===== src/design/bank1_regs_pkg.sv =====
// Constants, types and register layout for the bank-one special register block
//
// How it works
// - Unmapped addresses and unimplemented bits read zero; writes to them do nothing.
// - Upper program counter bits load only from the latch when counter loads.
// - Shared core registers answer at their offset in every bank, one copy.
// - Without forty-pin option, port D/E direction locations read zero, ignore writes.
// - Pin or watchdog reset loads other-reset values, keeps unchanged bits, records cause.
// - Port A direction has six bits, all one after every reset.
package bank1_regs_pkg;

  // Bus geometry: register index is the word address
  localparam int ADDR_W  = 11;
  localparam int INDEX_W = ADDR_W - 2;
  localparam int REG_COUNT = 18;
  localparam logic [1:0] RESP_OKAY = 2'h0;

  // Register indices as printed
  localparam logic [8:0] IDX_INDIRECT_DATA = 9'h080;
  localparam logic [8:0] IDX_TIMER0_CFG    = 9'h081;
  localparam logic [8:0] IDX_PC_LOW        = 9'h082;
  localparam logic [8:0] IDX_CORE_FLAGS    = 9'h083;
  localparam logic [8:0] IDX_POINTER       = 9'h084;
  localparam logic [8:0] IDX_PORT_A_DIR    = 9'h085;
  localparam logic [8:0] IDX_PORT_B_DIR    = 9'h086;
  localparam logic [8:0] IDX_PORT_C_DIR    = 9'h087;
  localparam logic [8:0] IDX_PORT_D_DIR    = 9'h088;
  localparam logic [8:0] IDX_PORT_E_DIR    = 9'h089;
  localparam logic [8:0] IDX_PC_LATCH      = 9'h08A;
  localparam logic [8:0] IDX_IRQ_CONTROL   = 9'h08B;
  localparam logic [8:0] IDX_PERIPH_IE1    = 9'h08C;
  localparam logic [8:0] IDX_PERIPH_IE2    = 9'h08D;
  localparam logic [8:0] IDX_POWER_CAUSE   = 9'h08E;
  localparam logic [8:0] IDX_SSP_CTRL2     = 9'h091;
  localparam logic [8:0] IDX_T2_PERIOD     = 9'h092;
  localparam logic [8:0] IDX_SSP_ADDR      = 9'h093;
  localparam logic [8:0] IDX_SSP_STATE     = 9'h094;
  localparam logic [8:0] IDX_TX_CTRL       = 9'h098;
  localparam logic [8:0] IDX_BAUD_DIV      = 9'h099;
  localparam logic [8:0] IDX_ADC_RES_LOW   = 9'h09E;
  localparam logic [8:0] IDX_ADC_CFG2      = 9'h09F;

  // Slot numbers of the plain storage registers
  localparam int SLOT_POINTER   = 1;
  localparam int SLOT_PORT_E    = 6;
  localparam int SLOT_PC_LATCH  = 7;
  localparam int SLOT_SSP_STATE = 14;
  localparam int SLOT_TX_CTRL   = 15;

  // Slot tables, slot 17 first
  localparam logic [REG_COUNT-1:0][8:0] SLOT_INDEX = {
    IDX_ADC_CFG2, IDX_BAUD_DIV, IDX_TX_CTRL, IDX_SSP_STATE, IDX_SSP_ADDR, IDX_T2_PERIOD,
    IDX_SSP_CTRL2, IDX_PERIPH_IE2, IDX_PERIPH_IE1, IDX_IRQ_CONTROL, IDX_PC_LATCH,
    IDX_PORT_E_DIR, IDX_PORT_D_DIR, IDX_PORT_C_DIR, IDX_PORT_B_DIR, IDX_PORT_A_DIR,
    IDX_POINTER, IDX_TIMER0_CFG};
  localparam logic [REG_COUNT-1:0][7:0] SLOT_MASK = {
    8'h8F, 8'hFF, 8'hF5, 8'hC0, 8'hFF, 8'hFF, 8'hFF, 8'h19, 8'hFF, 8'hFF, 8'h1F,
    8'h17, 8'hFF, 8'hFF, 8'hFF, 8'h3F, 8'hFF, 8'hFF};
  localparam logic [REG_COUNT-1:0][7:0] SLOT_POR = {
    8'h00, 8'h00, 8'h00, 8'h00, 8'h00, 8'hFF, 8'h00, 8'h00, 8'h00, 8'h00, 8'h00,
    8'h07, 8'hFF, 8'hFF, 8'hFF, 8'h3F, 8'h00, 8'hFF};
  localparam logic [REG_COUNT-1:0][7:0] SLOT_KEEP = {
    8'h00, 8'h00, 8'h00, 8'h00, 8'h00, 8'h00, 8'h00, 8'h00, 8'h00, 8'h01, 8'h00,
    8'h00, 8'h00, 8'h00, 8'h00, 8'h00, 8'hFF, 8'h00};
  localparam logic [REG_COUNT-1:0] SLOT_MIRROR = 18'h0_0182;
  localparam logic [REG_COUNT-1:0] SLOT_FORTY  = 18'h0_0060;

  // Core flags and power-cause layout
  localparam logic [7:0]  FLAGS_POR      = 8'h18;
  localparam logic [7:0]  FLAGS_WR_MASK  = 8'hE7;
  localparam int          FLAGS_TO_BIT   = 4;
  localparam int          FLAGS_PD_BIT   = 3;
  localparam int          FLAGS_IRP_BIT  = 7;
  localparam logic [1:0]  CAUSE_POR      = 2'h1;
  localparam int          CAUSE_BOR_BIT  = 0;
  localparam logic [12:0] PC_RESET       = 13'h0000;
  localparam int          OVERFLOW_BIT   = 5;

  // Types
  typedef logic [REG_COUNT-1:0][7:0] slot_values_t;

  typedef struct packed {
    logic       we;
    logic [8:0] addr;
    logic [7:0] wdata;
  } dmem_cmd_t;

  typedef struct packed {
    logic [12:0] pc;
    logic [7:0]  core_flags;
    logic [1:0]  power_cause;
  } core_view_t;

  typedef enum logic [3:0] {
    ST_IDLE  = 4'b0001,
    ST_MEM   = 4'b0010,
    ST_BRESP = 4'b0100,
    ST_RRESP = 4'b1000
  } bus_state_t;

endpackage


===== src/design/bank_reg.sv =====
// One masked storage register with power-up and other-reset values
`timescale 1ns/1ps
`default_nettype none
module bank_reg #(
  parameter logic [7:0] MASK      = 8'hFF,
  parameter logic [7:0] POR_VALUE = 8'h00,
  parameter logic [7:0] KEEP      = 8'h00
) (
  // Clock and resets
  input  wire logic       aclk,
  input  wire logic       power_rst,
  input  wire logic       other_rst,
  // Write port
  input  wire logic       write_en,
  input  wire logic [7:0] write_data,
  // Stored value
  output logic      [7:0] value_reg
);

  // Bits outside the mask never hold a one
  always_ff @(posedge aclk) begin
    if (power_rst) begin
      value_reg <= POR_VALUE & MASK;
    end else if (other_rst) begin
      value_reg <= ((POR_VALUE & ~KEEP) | (value_reg & KEEP)) & MASK;
    end else if (write_en) begin
      value_reg <= write_data & MASK;
    end
  end

endmodule
`default_nettype wire


===== src/design/program_counter_unit.sv =====
// Program counter with latch-fed upper bits
`timescale 1ns/1ps
`default_nettype none
module program_counter_unit (
  // Clock and resets
  input  wire logic        aclk,
  input  wire logic        power_rst,
  input  wire logic        other_rst,
  // Load and step
  input  wire logic        low_write,
  input  wire logic [7:0]  low_data,
  input  wire logic [4:0]  upper_latch,
  input  wire logic        step,
  // Counter
  output logic      [12:0] pc_reg
);
  import bank1_regs_pkg::*;

  // Upper bits have no write path of their own
  always_ff @(posedge aclk) begin
    if (power_rst || other_rst) begin
      pc_reg <= PC_RESET;
    end else if (low_write) begin
      pc_reg <= {upper_latch, low_data};
    end else if (step) begin
      pc_reg <= pc_reg + 13'h0001;
    end
  end

endmodule
`default_nettype wire


===== src/design/bank1_special_registers.sv =====
// Bank-one special register file behind an AXI4-Lite slave
//
// Chosen here: the AXI4-Lite slave port.
`timescale 1ns/1ps
`default_nettype none
module bank1_special_registers #(
  parameter logic FORTY_PIN = 1'b1
) (
  // Clock and bus reset
  input  wire logic                                 aclk,
  input  wire logic                                 aresetn,
  // AXI4-Lite write address
  input  wire logic [bank1_regs_pkg::ADDR_W-1:0]    awaddr,
  input  wire logic [2:0]                           awprot,
  input  wire logic                                 awvalid,
  output logic                                      awready,
  // AXI4-Lite write data
  input  wire logic [31:0]                          wdata,
  input  wire logic [3:0]                           wstrb,
  input  wire logic                                 wvalid,
  output logic                                      wready,
  // AXI4-Lite write response
  output logic [1:0]                                bresp,
  output logic                                      bvalid,
  input  wire logic                                 bready,
  // AXI4-Lite read address
  input  wire logic [bank1_regs_pkg::ADDR_W-1:0]    araddr,
  input  wire logic [2:0]                           arprot,
  input  wire logic                                 arvalid,
  output logic                                      arready,
  // AXI4-Lite read data
  output logic [31:0]                               rdata,
  output logic [1:0]                                rresp,
  output logic                                      rvalid,
  input  wire logic                                 rready,
  // Reset causes
  input  wire logic                                 brownout_reset,
  input  wire logic                                 other_reset,
  input  wire logic                                 timeout_cause,
  input  wire logic                                 powerdown_cause,
  // Core and peripheral status
  input  wire logic                                 pc_step,
  input  wire logic                                 slave_port_in_full,
  input  wire logic                                 slave_port_out_full,
  input  wire logic                                 slave_port_overflow,
  input  wire logic [5:0]                           ssp_status,
  input  wire logic                                 transmit_empty,
  input  wire logic [7:0]                           converter_result_low,
  // Data memory port for indirect access
  output bank1_regs_pkg::dmem_cmd_t                 dmem_cmd,
  output logic                                      dmem_valid,
  input  wire logic                                 dmem_ack,
  input  wire logic [7:0]                           dmem_rdata,
  // Register contents to the peripherals and core
  output bank1_regs_pkg::slot_values_t              slot_values,
  output bank1_regs_pkg::core_view_t                core_view
);
  import bank1_regs_pkg::*;

  // Bus bookkeeping
  bus_state_t         state_reg;
  logic               awready_reg;
  logic               wready_reg;
  logic               arready_reg;
  logic               aw_held_reg;
  logic               w_held_reg;
  logic               ar_held_reg;
  logic [INDEX_W-1:0] wr_index_reg;
  logic [INDEX_W-1:0] rd_index_reg;
  logic [7:0]         wr_data_reg;
  logic               wr_lane_reg;
  logic               mem_read_reg;
  logic               bvalid_reg;
  logic               rvalid_reg;
  logic [31:0]        rdata_reg;
  dmem_cmd_t          dmem_cmd_reg;
  logic               dmem_valid_reg;

  // Special registers
  logic [7:0]         flags_reg;
  logic [1:0]         cause_reg;
  logic               overflow_reg;
  logic [12:0]        pc_value;
  slot_values_t       slot_q;
  slot_values_t       slot_extra;

  // Decode and handshakes
  logic                 power_rst;
  logic                 other_rst;
  logic                 aw_take;
  logic                 w_take;
  logic                 ar_take;
  logic                 write_go;
  logic                 read_go;
  logic                 aw_held_next;
  logic                 w_held_next;
  logic                 ar_held_next;
  logic [REG_COUNT-1:0] wr_hit;
  logic [REG_COUNT-1:0] rd_hit;
  logic                 wr_indirect;
  logic                 rd_indirect;
  logic                 pointer_self;
  logic                 reg_write;
  logic [7:0]           read_value;

  // Brown-out acts like power-up; the bus itself only follows aresetn
  assign power_rst = !aresetn || brownout_reset;
  assign other_rst = other_reset && !power_rst;

  // Handshake terms
  assign aw_take  = awvalid && awready_reg;
  assign w_take   = wvalid && wready_reg;
  assign ar_take  = arvalid && arready_reg;
  assign write_go = (state_reg == ST_IDLE) && aw_held_reg && w_held_reg;
  assign read_go  = (state_reg == ST_IDLE) && ar_held_reg && !write_go;

  assign aw_held_next = write_go ? 1'b0 : (aw_held_reg || aw_take);
  assign w_held_next  = write_go ? 1'b0 : (w_held_reg || w_take);
  assign ar_held_next = read_go ? 1'b0 : (ar_held_reg || ar_take);

  // Shared core registers match in any bank, the rest only in bank one
  function automatic logic slot_match(input logic [INDEX_W-1:0] idx, input int g);
    logic hit;
    hit = 1'b0;
    if (SLOT_MIRROR[g]) begin
      hit = (idx[6:0] == SLOT_INDEX[g][6:0]);
    end else begin
      hit = (idx == SLOT_INDEX[g]);
    end
    if (SLOT_FORTY[g] && !FORTY_PIN) begin
      hit = 1'b0;
    end
    return hit;
  endfunction

  // Slot hit vectors for both directions
  always_comb begin
    wr_hit = '0;
    rd_hit = '0;
    for (int g = 0; g < REG_COUNT; g++) begin
      wr_hit[g] = slot_match(wr_index_reg, g);
      rd_hit[g] = slot_match(rd_index_reg, g);
    end
  end

  // Indirect port holds nothing; pointing it at itself reads zero
  assign wr_indirect  = (wr_index_reg[6:0] == IDX_INDIRECT_DATA[6:0]);
  assign rd_indirect  = (rd_index_reg[6:0] == IDX_INDIRECT_DATA[6:0]);
  assign pointer_self = (slot_q[SLOT_POINTER][6:0] == IDX_INDIRECT_DATA[6:0]);

  // Only byte lane zero carries register data
  assign reg_write = write_go && wr_lane_reg && !wr_indirect;

  // Write channel capture, one address and one data word held at a time
  always_ff @(posedge aclk) begin
    if (!aresetn) begin
      aw_held_reg  <= 1'b0;
      w_held_reg   <= 1'b0;
      awready_reg  <= 1'b0;
      wready_reg   <= 1'b0;
      wr_index_reg <= '0;
      wr_data_reg  <= 8'h00;
      wr_lane_reg  <= 1'b0;
    end else begin
      aw_held_reg <= aw_held_next;
      w_held_reg  <= w_held_next;
      awready_reg <= !aw_held_next;
      wready_reg  <= !w_held_next;
      if (aw_take) begin
        wr_index_reg <= awaddr[ADDR_W-1:2];
      end
      if (w_take) begin
        wr_data_reg <= wdata[7:0];
        wr_lane_reg <= wstrb[0];
      end
    end
  end

  // Read address capture
  always_ff @(posedge aclk) begin
    if (!aresetn) begin
      ar_held_reg  <= 1'b0;
      arready_reg  <= 1'b0;
      rd_index_reg <= '0;
    end else begin
      ar_held_reg <= ar_held_next;
      arready_reg <= !ar_held_next;
      if (ar_take) begin
        rd_index_reg <= araddr[ADDR_W-1:2];
      end
    end
  end

  // Status bits merged from the peripherals into their slots
  always_comb begin
    slot_extra = '0;
    if (FORTY_PIN) begin
      slot_extra[SLOT_PORT_E] = {slave_port_in_full, slave_port_out_full, overflow_reg, 5'h00};
    end
    slot_extra[SLOT_SSP_STATE] = {2'h0, ssp_status};
    slot_extra[SLOT_TX_CTRL]   = {6'h00, transmit_empty, 1'b0};
  end

  // Read multiplexer; anything not matched stays zero
  always_comb begin
    read_value = 8'h00;
    for (int g = 0; g < REG_COUNT; g++) begin
      if (rd_hit[g]) begin
        read_value = slot_q[g] | slot_extra[g];
      end
    end
    if (rd_index_reg[6:0] == IDX_PC_LOW[6:0]) begin
      read_value = pc_value[7:0];
    end
    if (rd_index_reg[6:0] == IDX_CORE_FLAGS[6:0]) begin
      read_value = flags_reg;
    end
    if (rd_index_reg == IDX_POWER_CAUSE) begin
      read_value = {6'h00, cause_reg};
    end
    if (rd_index_reg == IDX_ADC_RES_LOW) begin
      read_value = converter_result_low;
    end
  end

  // Transaction sequencer: writes win a tie, one access in flight
  always_ff @(posedge aclk) begin
    if (!aresetn) begin
      state_reg    <= ST_IDLE;
      bvalid_reg   <= 1'b0;
      rvalid_reg   <= 1'b0;
      rdata_reg    <= 32'h0000_0000;
      mem_read_reg <= 1'b0;
    end else begin
      unique case (state_reg)
        ST_IDLE: begin
          if (write_go) begin
            if (wr_indirect && wr_lane_reg && !pointer_self) begin
              mem_read_reg <= 1'b0;
              state_reg    <= ST_MEM;
            end else begin
              bvalid_reg <= 1'b1;
              state_reg  <= ST_BRESP;
            end
          end else if (read_go) begin
            if (rd_indirect && !pointer_self) begin
              mem_read_reg <= 1'b1;
              state_reg    <= ST_MEM;
            end else begin
              rdata_reg  <= {24'h00_0000, read_value};
              rvalid_reg <= 1'b1;
              state_reg  <= ST_RRESP;
            end
          end
        end
        ST_MEM: begin
          if (dmem_ack) begin
            if (mem_read_reg) begin
              rdata_reg  <= {24'h00_0000, dmem_rdata};
              rvalid_reg <= 1'b1;
              state_reg  <= ST_RRESP;
            end else begin
              bvalid_reg <= 1'b1;
              state_reg  <= ST_BRESP;
            end
          end
        end
        ST_BRESP: begin
          if (bready) begin
            bvalid_reg <= 1'b0;
            state_reg  <= ST_IDLE;
          end
        end
        ST_RRESP: begin
          if (rready) begin
            rvalid_reg <= 1'b0;
            state_reg  <= ST_IDLE;
          end
        end
        default: begin
          state_reg <= ST_IDLE;
        end
      endcase
    end
  end

  // Data memory request; address is the bank bit plus the pointer
  always_ff @(posedge aclk) begin
    if (!aresetn) begin
      dmem_valid_reg <= 1'b0;
      dmem_cmd_reg   <= '0;
    end else if (state_reg == ST_IDLE && write_go && wr_indirect && wr_lane_reg
                 && !pointer_self) begin
      dmem_valid_reg <= 1'b1;
      dmem_cmd_reg   <= '{we: 1'b1, addr: {flags_reg[FLAGS_IRP_BIT], slot_q[SLOT_POINTER]},
                          wdata: wr_data_reg};
    end else if (state_reg == ST_IDLE && read_go && rd_indirect && !pointer_self) begin
      dmem_valid_reg <= 1'b1;
      dmem_cmd_reg   <= '{we: 1'b0, addr: {flags_reg[FLAGS_IRP_BIT], slot_q[SLOT_POINTER]},
                          wdata: 8'h00};
    end else if (state_reg == ST_MEM && dmem_ack) begin
      dmem_valid_reg <= 1'b0;
    end
  end

  // Plain storage registers, one instance per slot
  for (genvar g = 0; g < REG_COUNT; g++) begin : gen_slot
    bank_reg #(
      .MASK      (SLOT_MASK[g]),
      .POR_VALUE (SLOT_POR[g]),
      .KEEP      (SLOT_KEEP[g])
    ) u_slot (
      .aclk       (aclk),
      .power_rst  (power_rst),
      .other_rst  (other_rst),
      .write_en   (reg_write && wr_hit[g]),
      .write_data (wr_data_reg),
      .value_reg  (slot_q[g])
    );
  end

  // Program counter, low byte written through the bus
  program_counter_unit u_pc (
    .aclk        (aclk),
    .power_rst   (power_rst),
    .other_rst   (other_rst),
    .low_write   (reg_write && (wr_index_reg[6:0] == IDX_PC_LOW[6:0])),
    .low_data    (wr_data_reg),
    .upper_latch (slot_q[SLOT_PC_LATCH][4:0]),
    .step        (pc_step),
    .pc_reg      (pc_value)
  );

  // Core flags; timeout and power-down bits are read-only for software
  always_ff @(posedge aclk) begin
    if (power_rst) begin
      flags_reg <= FLAGS_POR;
    end else if (other_rst) begin
      flags_reg                <= {3'h0, 2'h0, flags_reg[2:0]};
      flags_reg[FLAGS_TO_BIT]  <= timeout_cause;
      flags_reg[FLAGS_PD_BIT]  <= powerdown_cause;
    end else if (reg_write && (wr_index_reg[6:0] == IDX_CORE_FLAGS[6:0])) begin
      flags_reg <= (wr_data_reg & FLAGS_WR_MASK) | (flags_reg & ~FLAGS_WR_MASK);
    end
  end

  // Power-cause bits; hardware clears, software sets them back
  always_ff @(posedge aclk) begin
    if (!aresetn) begin
      cause_reg <= CAUSE_POR;
    end else if (brownout_reset) begin
      cause_reg[CAUSE_BOR_BIT] <= 1'b0;
    end else if (other_rst) begin
      cause_reg <= cause_reg;
    end else if (reg_write && (wr_index_reg == IDX_POWER_CAUSE)) begin
      cause_reg <= wr_data_reg[1:0];
    end
  end

  // Slave-port overflow: sticky, set wins over a software clear
  always_ff @(posedge aclk) begin
    if (power_rst || other_rst || !FORTY_PIN) begin
      overflow_reg <= 1'b0;
    end else if (slave_port_overflow) begin
      overflow_reg <= 1'b1;
    end else if (reg_write && wr_hit[SLOT_PORT_E] && !wr_data_reg[OVERFLOW_BIT]) begin
      overflow_reg <= 1'b0;
    end
  end

  // Output drive, all from flip-flops except the constant bresp and rresp
  assign awready     = awready_reg;
  assign wready      = wready_reg;
  assign arready     = arready_reg;
  assign bvalid      = bvalid_reg;
  assign bresp       = RESP_OKAY;
  assign rvalid      = rvalid_reg;
  assign rresp       = RESP_OKAY;
  assign rdata       = rdata_reg;
  assign dmem_valid  = dmem_valid_reg;
  assign dmem_cmd    = dmem_cmd_reg;
  assign slot_values = slot_q;
  assign core_view   = '{pc: pc_value, core_flags: flags_reg, power_cause: cause_reg};

endmodule
`default_nettype wire


===== config.mk =====
export PLATFORM = sky130hd
export DESIGN_NAME = bank1_special_registers
export DESIGN_NICKNAME = d
export VERILOG_FILES = /design/src/design/bank1_regs_pkg.sv /design/src/design/bank_reg.sv /design/src/design/program_counter_unit.sv /design/src/design/bank1_special_registers.sv
export SDC_FILE = /design/constraint.sdc
export NUM_CORES = 1
export LEC_CHECK = 0
export BUFFER_PORTS_ARGS = -buffer_cell sky130_fd_sc_hd__buf_2
export CORE_MARGIN = 3
export CORE_UTILIZATION = 25
export DETAILED_ROUTE_END_ITERATION = 8
export GPL_TIMING_DRIVEN = 0
export SYNTH_ARGS = -nofsm -noshare
export SYNTH_HDL_FRONTEND = slang
export SYNTH_SLANG_ARGS = --single-unit

===== constraint.sdc =====
create_clock -name aclk -period 2.4 [get_ports aclk]
set_input_delay 0.48 -clock aclk [delete_from_list [all_inputs] [get_ports aclk]]
set_output_delay 0.48 -clock aclk [all_outputs]
set_load 0.01 [all_outputs]

==> results of run 1 <==
## per-layer routing
| layer | vias to the layer above | wire (um) | share of wire, % | global-route usage (%) |
|---|---|---|---|---|
| met3 | 125 | 5280 | 10 | 6.04 |
| met5 | - | 57 | 0.11 | 0 |
| met1 | 5566 | 21700 | 41 | 29.3 |
| met4 | 8 | 2090 | 4.0 | 9.07 |
| met2 | 638 | 23700 | 45 | 35.2 |
| li1 | 5268 | - | - | - |
## cells in the mapped netlist, types with 3 or more instances
library cell / n / area (sq um)
dfxtp_1: 210 / 4200
a22oi_1: 16 / 120
o21ai_0: 29 / 145
a21o_1: 4 / 30.0
nand3b_1: 4 / 30.0
o21a_1: 5 / 37.5
or4b_2: 3 / 30.0
inv_1: 10 / 37.5
and3_1: 12 / 75.1
o22ai_1: 10 / 62.6
a211o_1: 3 / 26.3
nor4_1: 4 / 25.0
o221ai_1: 7 / 61.3
o31ai_1: 4 / 30.0
mux2_2: 4 / 45.0
nand2b_1: 12 / 75.1
a211oi_1: 20 / 150
a32oi_1: 4 / 35.0
nor3_1: 22 / 110
clkbuf_1: 76 / 285
and2_1: 8 / 50.1
nor2_1: 163 / 612
a2111oi_0: 3 / 26.3
mux2i_1: 82 / 821
buf_4: 53 / 398
a21boi_0: 3 / 22.5
nor2b_1: 10 / 62.6
a221oi_1: 12 / 105
or3_1: 3 / 18.8
o211ai_1: 12 / 90.1
nand2_1: 222 / 833
nor3b_1: 3 / 22.5
xor2_1: 11 / 96.3
nand3_1: 87 / 435
or4b_1: 4 / 40.0
o21bai_1: 3 / 22.5
nand4_1: 18 / 113
or4_1: 4 / 30.0
a31oi_1: 6 / 37.5
buf_1: 11 / 41.3
nor4b_1: 4 / 35.0
a21oi_1: 80 / 400
## what timing repair did
| action | CTS | global route |
|---|---|---|
| cloned | 0 | 1 |
| resized for setup | 155 | 123 |
| pin swaps | 24 | 56 |
| buffers inserted | 30 | 38 |
| endpoints found under the setup margin | 170 | 162 |
| hold endpoints to repair | 0 | 0 |
## final cells by class
cell class	count	area, sq um	share of cell area [%]
Antenna cell	2	5.00	0.0337
Inverter	10	37.5	0.253
Buffer	131	822	5.54
Clock buffer	32	672	4.53
Timing Repair Buffer	305	1790	12.1
Tap cell	532	666	4.48
Sequential cell	210	4240	28.6
Multi-Input combinational cell	1002	6450	43.4
Clock inverter	10	164	1.10
## cells by family (layout without fill, tap and decap cells)
| kind of cell | count (synthesis) | in the layout | synth area share (%) |
|---|---|---|---|
| fa+ha+maj | 1 | 1 | 0.120 |
| simple gates | 601 | 602 | 26.7 |
| xor+xnor | 12 | 12 | 1.01 |
| other cells | 1 | 55 | 0.0360 |
| mux | 86 | 86 | 8.31 |
| buf+inv | 153 | 488 | 7.52 |
| compound gates | 248 | 248 | 15.9 |
| flops | 210 | 210 | 40.4 |
## worst reg2reg max path: stages (launching register included)
cell	delay [ns]
dfxtp_1	0.38
or4_4	0.52
nor4_4	0.31
o31ai_2	0.11
a211o_2	0.33
or4_4	0.45
a211o_1	0.25
o311ai_2	0.09
## through the flow
stage	setup TNS (ns)	instance area (sq um)
finish	-2.52	14800
global route	-6.32	14800
CTS	-7.56	14100
global placement	-62.31	12500
floorplan	-0.406	10600
detailed placement	-64.19	12500
## path summary, 6_finish.rpt
| path | startpoint | endpoint | slack [ns] | depth (start not counted) |
|---|---|---|---|---|
| min | timeout_cause | flags_reg[4]$_SDFFE_PP1P_ | 0.18 | 3 |
| max | gen_slot[1].u_slot.value_reg[5]$_SDFFE_PP0P_ | rdata[7]$_SDFFE_PN0P_ | -0.15 | 7 |
| max reg2reg | gen_slot[1].u_slot.value_reg[5]$_SDFFE_PP0P_ | rdata[7]$_SDFFE_PN0P_ | -0.15 | 7 |
| min reg2reg | dmem_cmd[15]$_SDFFE_PN0P_ | dmem_cmd[15]$_SDFFE_PN0P_ | 0.46 | 2 |
## power by group
| group | total (mW) | switching, mW | internal (mW) |
|---|---|---|---|
| Sequential | 3.67 | 0.0863 | 3.59 |
| Combinational | 1.72 | 1.02 | 0.700 |
| Clock | 3.95 | 1.55 | 2.40 |
## layout by cell type, fill, tap and decap left out, types with 6 or more instances in the layout
master and n:
a211oi_1 17, a21oi_1 73, a221oi_1 11, a22oi_1 14, and2_1 7, and3_1 9
buf_1 6, buf_2 239, buf_4 112, buf_6 12, clkbuf_1 49, clkbuf_16 26
clkbuf_2 9, conb_1 53, dfxtp_1 196, dfxtp_2 6, dfxtp_4 8, inv_1 10
mux2i_1 82, nand2_1 212, nand2_2 6, nand2b_1 10, nand3_1 80, nand4_1 18
nor2_1 145, nor2_2 10, nor2_4 10, nor3_1 10, nor3_4 13, o211ai_1 12
o21ai_0 19, o21ai_1 7, o22ai_1 10, or4b_4 6, xor2_1 11
==> results.md, run 1 <==
- Mean Syn Cell Area: 7.94 sq um
- Clock Path Buffers: 3
- Hpwl dp: 40600 um
- Dominant synthesized flop cell: dfxtp_1
- Final core occ: 36.2%
- Drt total wl: 52800 um
- Chip Height: approximately 210 um
- Clk sinks: 210
- CP max stage delay: 0.52 ns
- Final hold vios: 0
- Setup crit end kind: flop
- Std-Cell Rows: 74
- Pre-CTS setup slack: -1.06 ns
- Worst vdd ir: 0.000356 V
- Cell family with most CP delay: simple AND/OR/NAND/NOR gates
- WP data arrival: 2.96 ns
- Violated checks: negative setup slack
- Share of cells above drive strength 1: about 34%
- Starting Density: 25.4%
- Pre-Repair DR Iteration Count: 5
- IO buf count: between 200 and 250
- Tmin final: around 2.5 ns
- CP most frequent cell: or4_4
- H-Tree Depth: 1
- Wire per inst: 23.6 um
- Via density: 5.19
- TritonCTS Buffers: 25
- Slew margin rel.: 19.7%
- Initial drt markers: roughly 1200
- Die area: roughly 44000 sq um
- RSZ-0062 raised after global routing: true
- # DRC: 0
- Global-route usage over all layers: 22.4%
- Antenna violations before repair: 6
- Worst Hold Class: input pin to flop
- Setup Skew: 0.0237 ns
- CP max FO: 5
- Layout Nets: 1789
- I/O pin count: 330
- Grt total ovfl: 0
- Startpoint Class: flop
- Dpl cells: 2133
- Buf+Inv Stages, Crit Path: 0
- Outcome: finished, violations left
- YS warnings: 0
- Largest register FFs: about 120
- Register area share after synthesis: between 40% and 50%
- Max-slew violations: 0
- # hold bufs at CTS: 0
- LEAKAGE: ~6.5 nW
- CP Cell Sequence: or4_4 -> nor4_4 -> o31ai_2 -> a211o_2 -> or4_4 -> a211o_1 -> o311ai_2
- Vias in the first global route: 10800
- Required time of the critical path: 2.81 ns
- Period Utilization, post-route: 106%
- Synth Cell Area: 10400 sq um
- Non-Filler Instances: 2234
- Routability cong.: 0.989
- Distinct cell type count after synthesis: roughly 80
- First-pass GRT wire length: approximately 74000 um
- Largest net degree at the start of global routing: 14
- Post-synth EDFFs: 0
- Area Overhead vs Synth: 42.5%
- Skew-Pair Late Insertion Delay: 0.53 ns
- Die X: 210 um
- CTS tree: done
- Fin worst setup slack: -0.149 ns
- Max Freq: 392 MHz
- Setup violations, final: 39
- Fillers: 4294
- Worst Tran Pin Value: between 1 and 1.5 ns
- Syn Inst Count: around 1300
- Clock Tree Root: clkbuf_16
- Min Hold Slack: about 0.18 ns
- Post-route ant nets: 0
- Clk pin slew, worst setup/hold paths: around 0.060 ns
- Crit-path slowest cell: or4_4
- Power, Total: 9.34 mW
- DR vias: roughly 12000
- Share of flip-flops with an asynchronous set or reset: 0%
- Core area: just over 40000 sq um
- Power Density: 629 nW/um^2
- CP Class: flop to flop
- Max-cap violations: 0
- Synthesis-stage register bit count: 210
Note: power is estimated with default switching activity, not from simulation.
==> inputs of run 2 (changes only) <==
Clock period 2.4 ns to 2.6 ns, I/O delays scaled along.
==> run 2 against run 1 <==
Compared with the run above: the flow still finishes with violations (negative setup slack); sequential cell count unchanged; largest power group unchanged; sequential power decreased by 7.6%; clock-buffer cell count increased by 1; global-route usage increased by 0.45 points; critical path type unchanged; highest routed layer unchanged; final area decreased by 5.5%; cell count decreased by 1.3%; routed wire length increased by 0.48%; die area unchanged; critical endpoint is now cause_reg[0]$_SDFFE_PN1P_.
==> results.md, run 2 (same netlist as run 1, synthesis figures left out) <==
- Core area: between 40000 and 50000 sq um
- Hpwl dp: 40900 um
- Fin worst setup slack: -0.0132 ns
- Met3 Use GR: 4.11%
- Setup Skew: 0.0109 ns
- Clock Tree Root: clkbuf_16
- Gr busiest metal: met2
- Largest net degree at the start of global routing: 14
- TritonCTS Buffers: 25
- Global-route usage over all layers: 22.9%
- Sequential cell area: 4230 sq um
- LEAKAGE: 6.20 nW
- Die area: 44100 sq um
- Post-route ant nets: 0
- CTS tree: done
- CP max FO: 4
- Antenna violations before repair: 4
- Pre-Repair DR Iteration Count: 5
- Largest register FFs: 119
- Worst Tran Pin Value: 1.26 ns
- Slew margin rel.: 16.0%
- Fillers: 4341
- Clock Path Buffers: 3
- IO buf count: 237
- Setup tns final: -0.0222 ns
- Clk pin slew, worst setup/hold paths: about 0.06 ns
- Max-cap violations: 0
- Drt total wl: 53100 um
- GRT met1 Usage: a little under a third
- Via density: 5.19
- Die X: 210 um
- Clk sinks: 210
- # DRC: 0
- I/O pin count: 330
- Power Density: 612 nW/um^2
- Max-slew violations: 0
- Startpoint Class: flop
- Skew-Pair Late Insertion Delay: 0.54 ns
- Outcome: finished, violations left
- Starting Density: between 20% and 30%
- Setup crit end kind: flop
- Std-Cell Rows: 74
- # hold bufs at CTS: 0
- Grt met2 use: 36.0%
- Wire per inst: 24.1 um
- Max Freq: 383 MHz
- Chip Height: 210 um
- Worst Hold Class: input pin to flop
- Tmin final: 2.61 ns
- WP data arrival: 3.02 ns
- Setup violations, final: 2
- Layout Nets: 1755
- Final core occ: 34.2%
- RSZ-0062 raised after global routing: true
- Routability cong.: 0.970
- Final hold vios: 0
- Share of cells above drive strength 1: 29.5%
- First-pass GRT wire length: 75100 um
- Crit-path slowest cell: or4b_4
- Most common cell after layout, fill and taps aside: buf_2
- CP Class: flop to flop
- Violated checks: negative setup slack
- Required time of the critical path: 3.00 ns
- Area Overhead vs Synth: 34.7%
- Period Utilization, post-route: 101%
- Most frequent cells in the layout: buf_2 (242), nand2_1 (218), dfxtp_1 (199)
- Grt total ovfl: 0
- H-Tree Depth: 1
- Worst vdd ir: 0.000372 V
- Initial drt markers: 1104
- DR vias: 11400
- Multi-input gate area: 5990 sq um
- Vias in the first global route: 10900
- CP max stage delay: approximately 0.58 ns
- CP most frequent cell: or4b_4
- CP Cell Sequence: or4b_4 -> or4b_4 -> nor3b_4 -> nand4_1 -> buf_4 -> mux2i_1 -> o21ai_1
run 2: what timing repair did:
item                                    4_1_cts  5_1_grt
setup buffers                                20       12
endpoints found under the hold margin         0        0
endpoints found under the setup margin      160       94
resized for setup                           100       45
pin swaps                                    16       15
run 2: cell type report:
type / count / share of cell area [%]
Buffer: 134 / 5.38
Clock inverter: 13 / 1.29
Inverter: 10 / 0.268
Antenna cell: 2 / 0.0357
Multi-Input combinational cell: 1001 / 42.7
Timing Repair Buffer: 269 / 10.5
Clock buffer: 33 / 4.96
Tap cell: 532 / 4.75
Sequential cell: 210 / 30.1
run 2: stage by stage:
stage          power, mW  std cells  instance area [sq um]  setup slack, ns  hold slack (ns)
2_1_floorplan       4.17       1364                  10600            0.105            0.440
3_3_place_gp        4.60       2133                  12500           -0.858            0.447
3_5_place_dp        4.62       2133                  12500           -0.789            0.448
4_1_cts             8.60       2194                  13800           -0.110            0.170
5_1_grt             8.86       2204                  14000           -0.101            0.202
6_report            8.58       2204                  14000          -0.0132            0.191
run 2: path summary, 6_finish.rpt:
kind                                   from                   endpoint  slack (ns)  cells past startpoint
setup / recovery  state_reg[2]$_SDFFE_PN0P_  cause_reg[0]$_SDFFE_PN1P_       -0.01                      7
hold reg to reg   dmem_cmd[13]$_SDFFE_PN0P_  dmem_cmd[13]$_SDFFE_PN0P_        0.45                      2
hold / removal                timeout_cause  flags_reg[4]$_SDFFE_PP1P_        0.19                      3
setup reg to reg  state_reg[2]$_SDFFE_PN0P_  cause_reg[0]$_SDFFE_PN1P_       -0.01                      7
run 2: worst max-delay path: cells and delay by family, from the launching register on:
kind            cells  cell delay, ns
flops               1            0.34
compound gates      1            0.07
buf+inv             1            0.23
simple gates        4            1.68
mux                 1            0.14
run 2: metal layers:
metal  part of all wire, %  routed length [um]  vias up
met1                    43               22700     5486
met5                 0.038                  20        -
met2                    45               23600      626
met4                   4.2                2220        4
met3                   8.4                4480      119
li1                      -                   -     5205
run 2: power breakdown:
group          internal, mW  switching [mW]
combinational         0.511           0.897
sequential             3.31          0.0813
clock                  2.29            1.49
==> inputs of run 3 (changes only) <==
Clock period 2.6 ns to 2.3 ns, I/O delays scaled along.
==> run 3 against run 2 <==
Compared with the run above: the run still ends with negative setup slack left; sequential cell count is the same; fmax shrank 2.1%; global-route usage grew 0.20 points; first-iteration DRC count grew 3.6%; worst setup slack lost 0.36 ns; via count grew 1.6%; routed wire length grew 1.2%; core utilization grew 2.4 points; worst hold slack lost 0.047 ns; critical endpoint unchanged; highest routed layer unchanged.
==> results.md, run 3 (same netlist as run 1, synthesis figures left out) <==
- Power, Total: 10.0 mW
- Violated checks: negative setup slack
- Grt total ovfl: 0
- First-pass GRT wire length: 76000 um
- Tmin final: between 2 and 3 ns
- Multi-input gate area: 6590 sq um
- Die area: 44100 sq um
- Power Density: approximately 670 nW/um^2
- Most frequent cells in the layout: buf_2 (239), nand2_1 (203), dfxtp_1 (193)
- Clock Path Buffers: 3
- Global-route usage over all layers: 23.1%
- Min-Delay Startpoint: powerdown_cause
- Sequential power share: approximately two fifths
- Layout Nets: between 1500 and 2000
- Hold path depth: 3
- Largest register FFs: 119
- Min Hold Slack: 0.144 ns
- Hold EP: flags_reg[3]$_SDFFE_PP1P_
- Core area: about 40000 sq um
- Psw: 2.84 mW
- Worst vdd ir: roughly 0.00040 V
- H-Tree Depth: 1
- Worst Tran Pin Value: between 1 and 1.5 ns
- # hold bufs at CTS: 0
- Most common cell after layout, fill and taps aside: buf_2
- Std-Cell Rows: 74
- Hpwl dp: 40900 um
- Dpl cells: 2133
- Starting Density: 25.4%
- Setup crit end kind: flop
- Slew margin rel.: 23.6%
- Largest net degree at the start of global routing: 13
- Die X: 210 um
- Final hold vios: 0
- Pint: 7.20 mW
- Post-route ant nets: 0
- Sequential cell area: 4250 sq um
- Startpoint Class: flop
- Max-cap violations: 0
- Skew-Pair Late Insertion Delay: about 0.54 ns
- CP max FO: 5
- WP data arrival: 3.06 ns
- TritonCTS Buffers: 26
- Outcome: finished, violations left
- DR vias: 11600
- LEAKAGE: 6.53 nW
- CP Class: flop to flop
- Required time of the critical path: 2.69 ns
- Fin worst setup slack: -0.370 ns
- Reg2reg setup slack: -0.37 ns
- Vias in the first global route: 11000
- Clk sinks: 210
- RSZ-0062 raised after global routing: true
- Chip Height: roughly 210 um
- Wire per inst: 24.1 um
- Period Utilization, post-route: 116%
- IO buf count: 237
- Clock power frac: 42.8%
- Combinational Power Share: a little under a fifth
- Clk pin slew, worst setup/hold paths: 0.06 ns
- Setup violations, final: 92
- Area Overhead vs Synth: 44.2%
- Antenna violations before repair: 3
- Via density: 5.22
- Max Freq: 374 MHz
- Max-slew violations: 0
- Initial drt markers: about 1100
- I/O pin count: 330
- Worst r2r path cells: 7
- Routability cong.: just under 1
- Drt total wl: 53700 um
- CTS tree: done
- Reg-to-reg endpoint: cause_reg[0]$_SDFFE_PN1P_
- Pre-Repair DR Iteration Count: 5
- # DRC: 0
- Clock Tree Root: clkbuf_16
- Worst r2r src: state_reg[2]$_SDFFE_PN0P_
- Share of cells above drive strength 1: 35.0%
- Setup Skew: 0.0135 ns
- Switching share of power: 28.3%
- Fillers: 4286
- Worst Hold Class: input pin to flop
- Non-Filler Instances: 2226
==> run 3: worst max-delay path by stage <==
stage,end,slack (ns),startpoint,cells past startpoint
2_1_floorplan,rdata[7]$_SDFFE_PN0P_,-0.17,gen_slot[1].u_slot.value_reg[6]$_SDFFE_PP0P_,7
3_3_place_gp,rdata[5]$_SDFFE_PN0P_,-1.34,rd_index_reg[1]$_SDFFE_PN0P_,9
3_5_place_dp,rdata[5]$_SDFFE_PN0P_,-1.29,rd_index_reg[1]$_SDFFE_PN0P_,9
4_1_cts,overflow_reg$_SDFFE_PP0P_,-0.29,wr_index_reg[5]$_SDFFE_PN0P_,10
5_1_grt,rdata[7]$_SDFFE_PN0P_,-0.44,state_reg[2]$_SDFFE_PN0P_,8
6_report,cause_reg[0]$_SDFFE_PN1P_,-0.37,state_reg[2]$_SDFFE_PN0P_,7
==> run 3: worst max-delay path, stage by stage (launching register included) <==
cell	delay, ns
dfxtp_4	0.36
or4b_4	0.60
or4b_4	0.59
nor3b_4	0.32
nand4_1	0.24
buf_4	0.21
mux2i_1	0.13
o21ai_1	0.08
==> run 3: per-stage QoR <==
step	setup TNS (ns)	area [sq um]	setup WS (ns)	util, %
2_1_floorplan	-3.18	10600	-0.173	-
4_1_cts	-16.42	14500	-0.289	35.4
6_report	-15.27	15000	-0.370	36.6
3_5_place_dp	-77.83	12500	-1.29	30.5
5_1_grt	-24.36	15000	-0.441	36.6
3_3_place_gp	-73.73	12500	-1.34	30.5
==> run 3: power groups by stage <==
stage | sequential [mW] | combinational (mW) | clock [mW]
2_1_floorplan | 3.89 | 0.842 | 0
3_3_place_gp | 3.89 | 1.31 | 0
3_5_place_dp | 3.90 | 1.32 | 0
4_1_cts | 3.83 | 1.72 | 4.36
5_1_grt | 3.86 | 2.01 | 4.53
6_report | 3.85 | 1.90 | 4.29
==> run 3: metal layers <==
layer | vias to the layer above | global-route usage, % | wire (um)
li1 | 5253 | - | -
met1 | 5616 | 30.5 | 22300
met2 | 637 | 36.5 | 24200
met3 | 120 | 5.70 | 5020
met4 | 2 | 8.77 | 2130
met5 | - | 0 | 17
==> run 3: area by class of cell <==
type / count / area share, %
Clock inverter: 7 / 0.733
Timing Repair Buffer: 294 / 11.6
Sequential cell: 210 / 28.3
Clock buffer: 40 / 5.22
Inverter: 10 / 0.250
Multi-Input combinational cell: 1002 / 43.9
Antenna cell: 2 / 0.0333
Tap cell: 532 / 4.43
Buffer: 129 / 5.54
==> run 3: repair_timing <==
action,CTS,global route
pin swaps,35,43
resized for setup,205,108
gates cloned,0,1
setup buffers,39,19
endpoints found under the setup margin,172,161
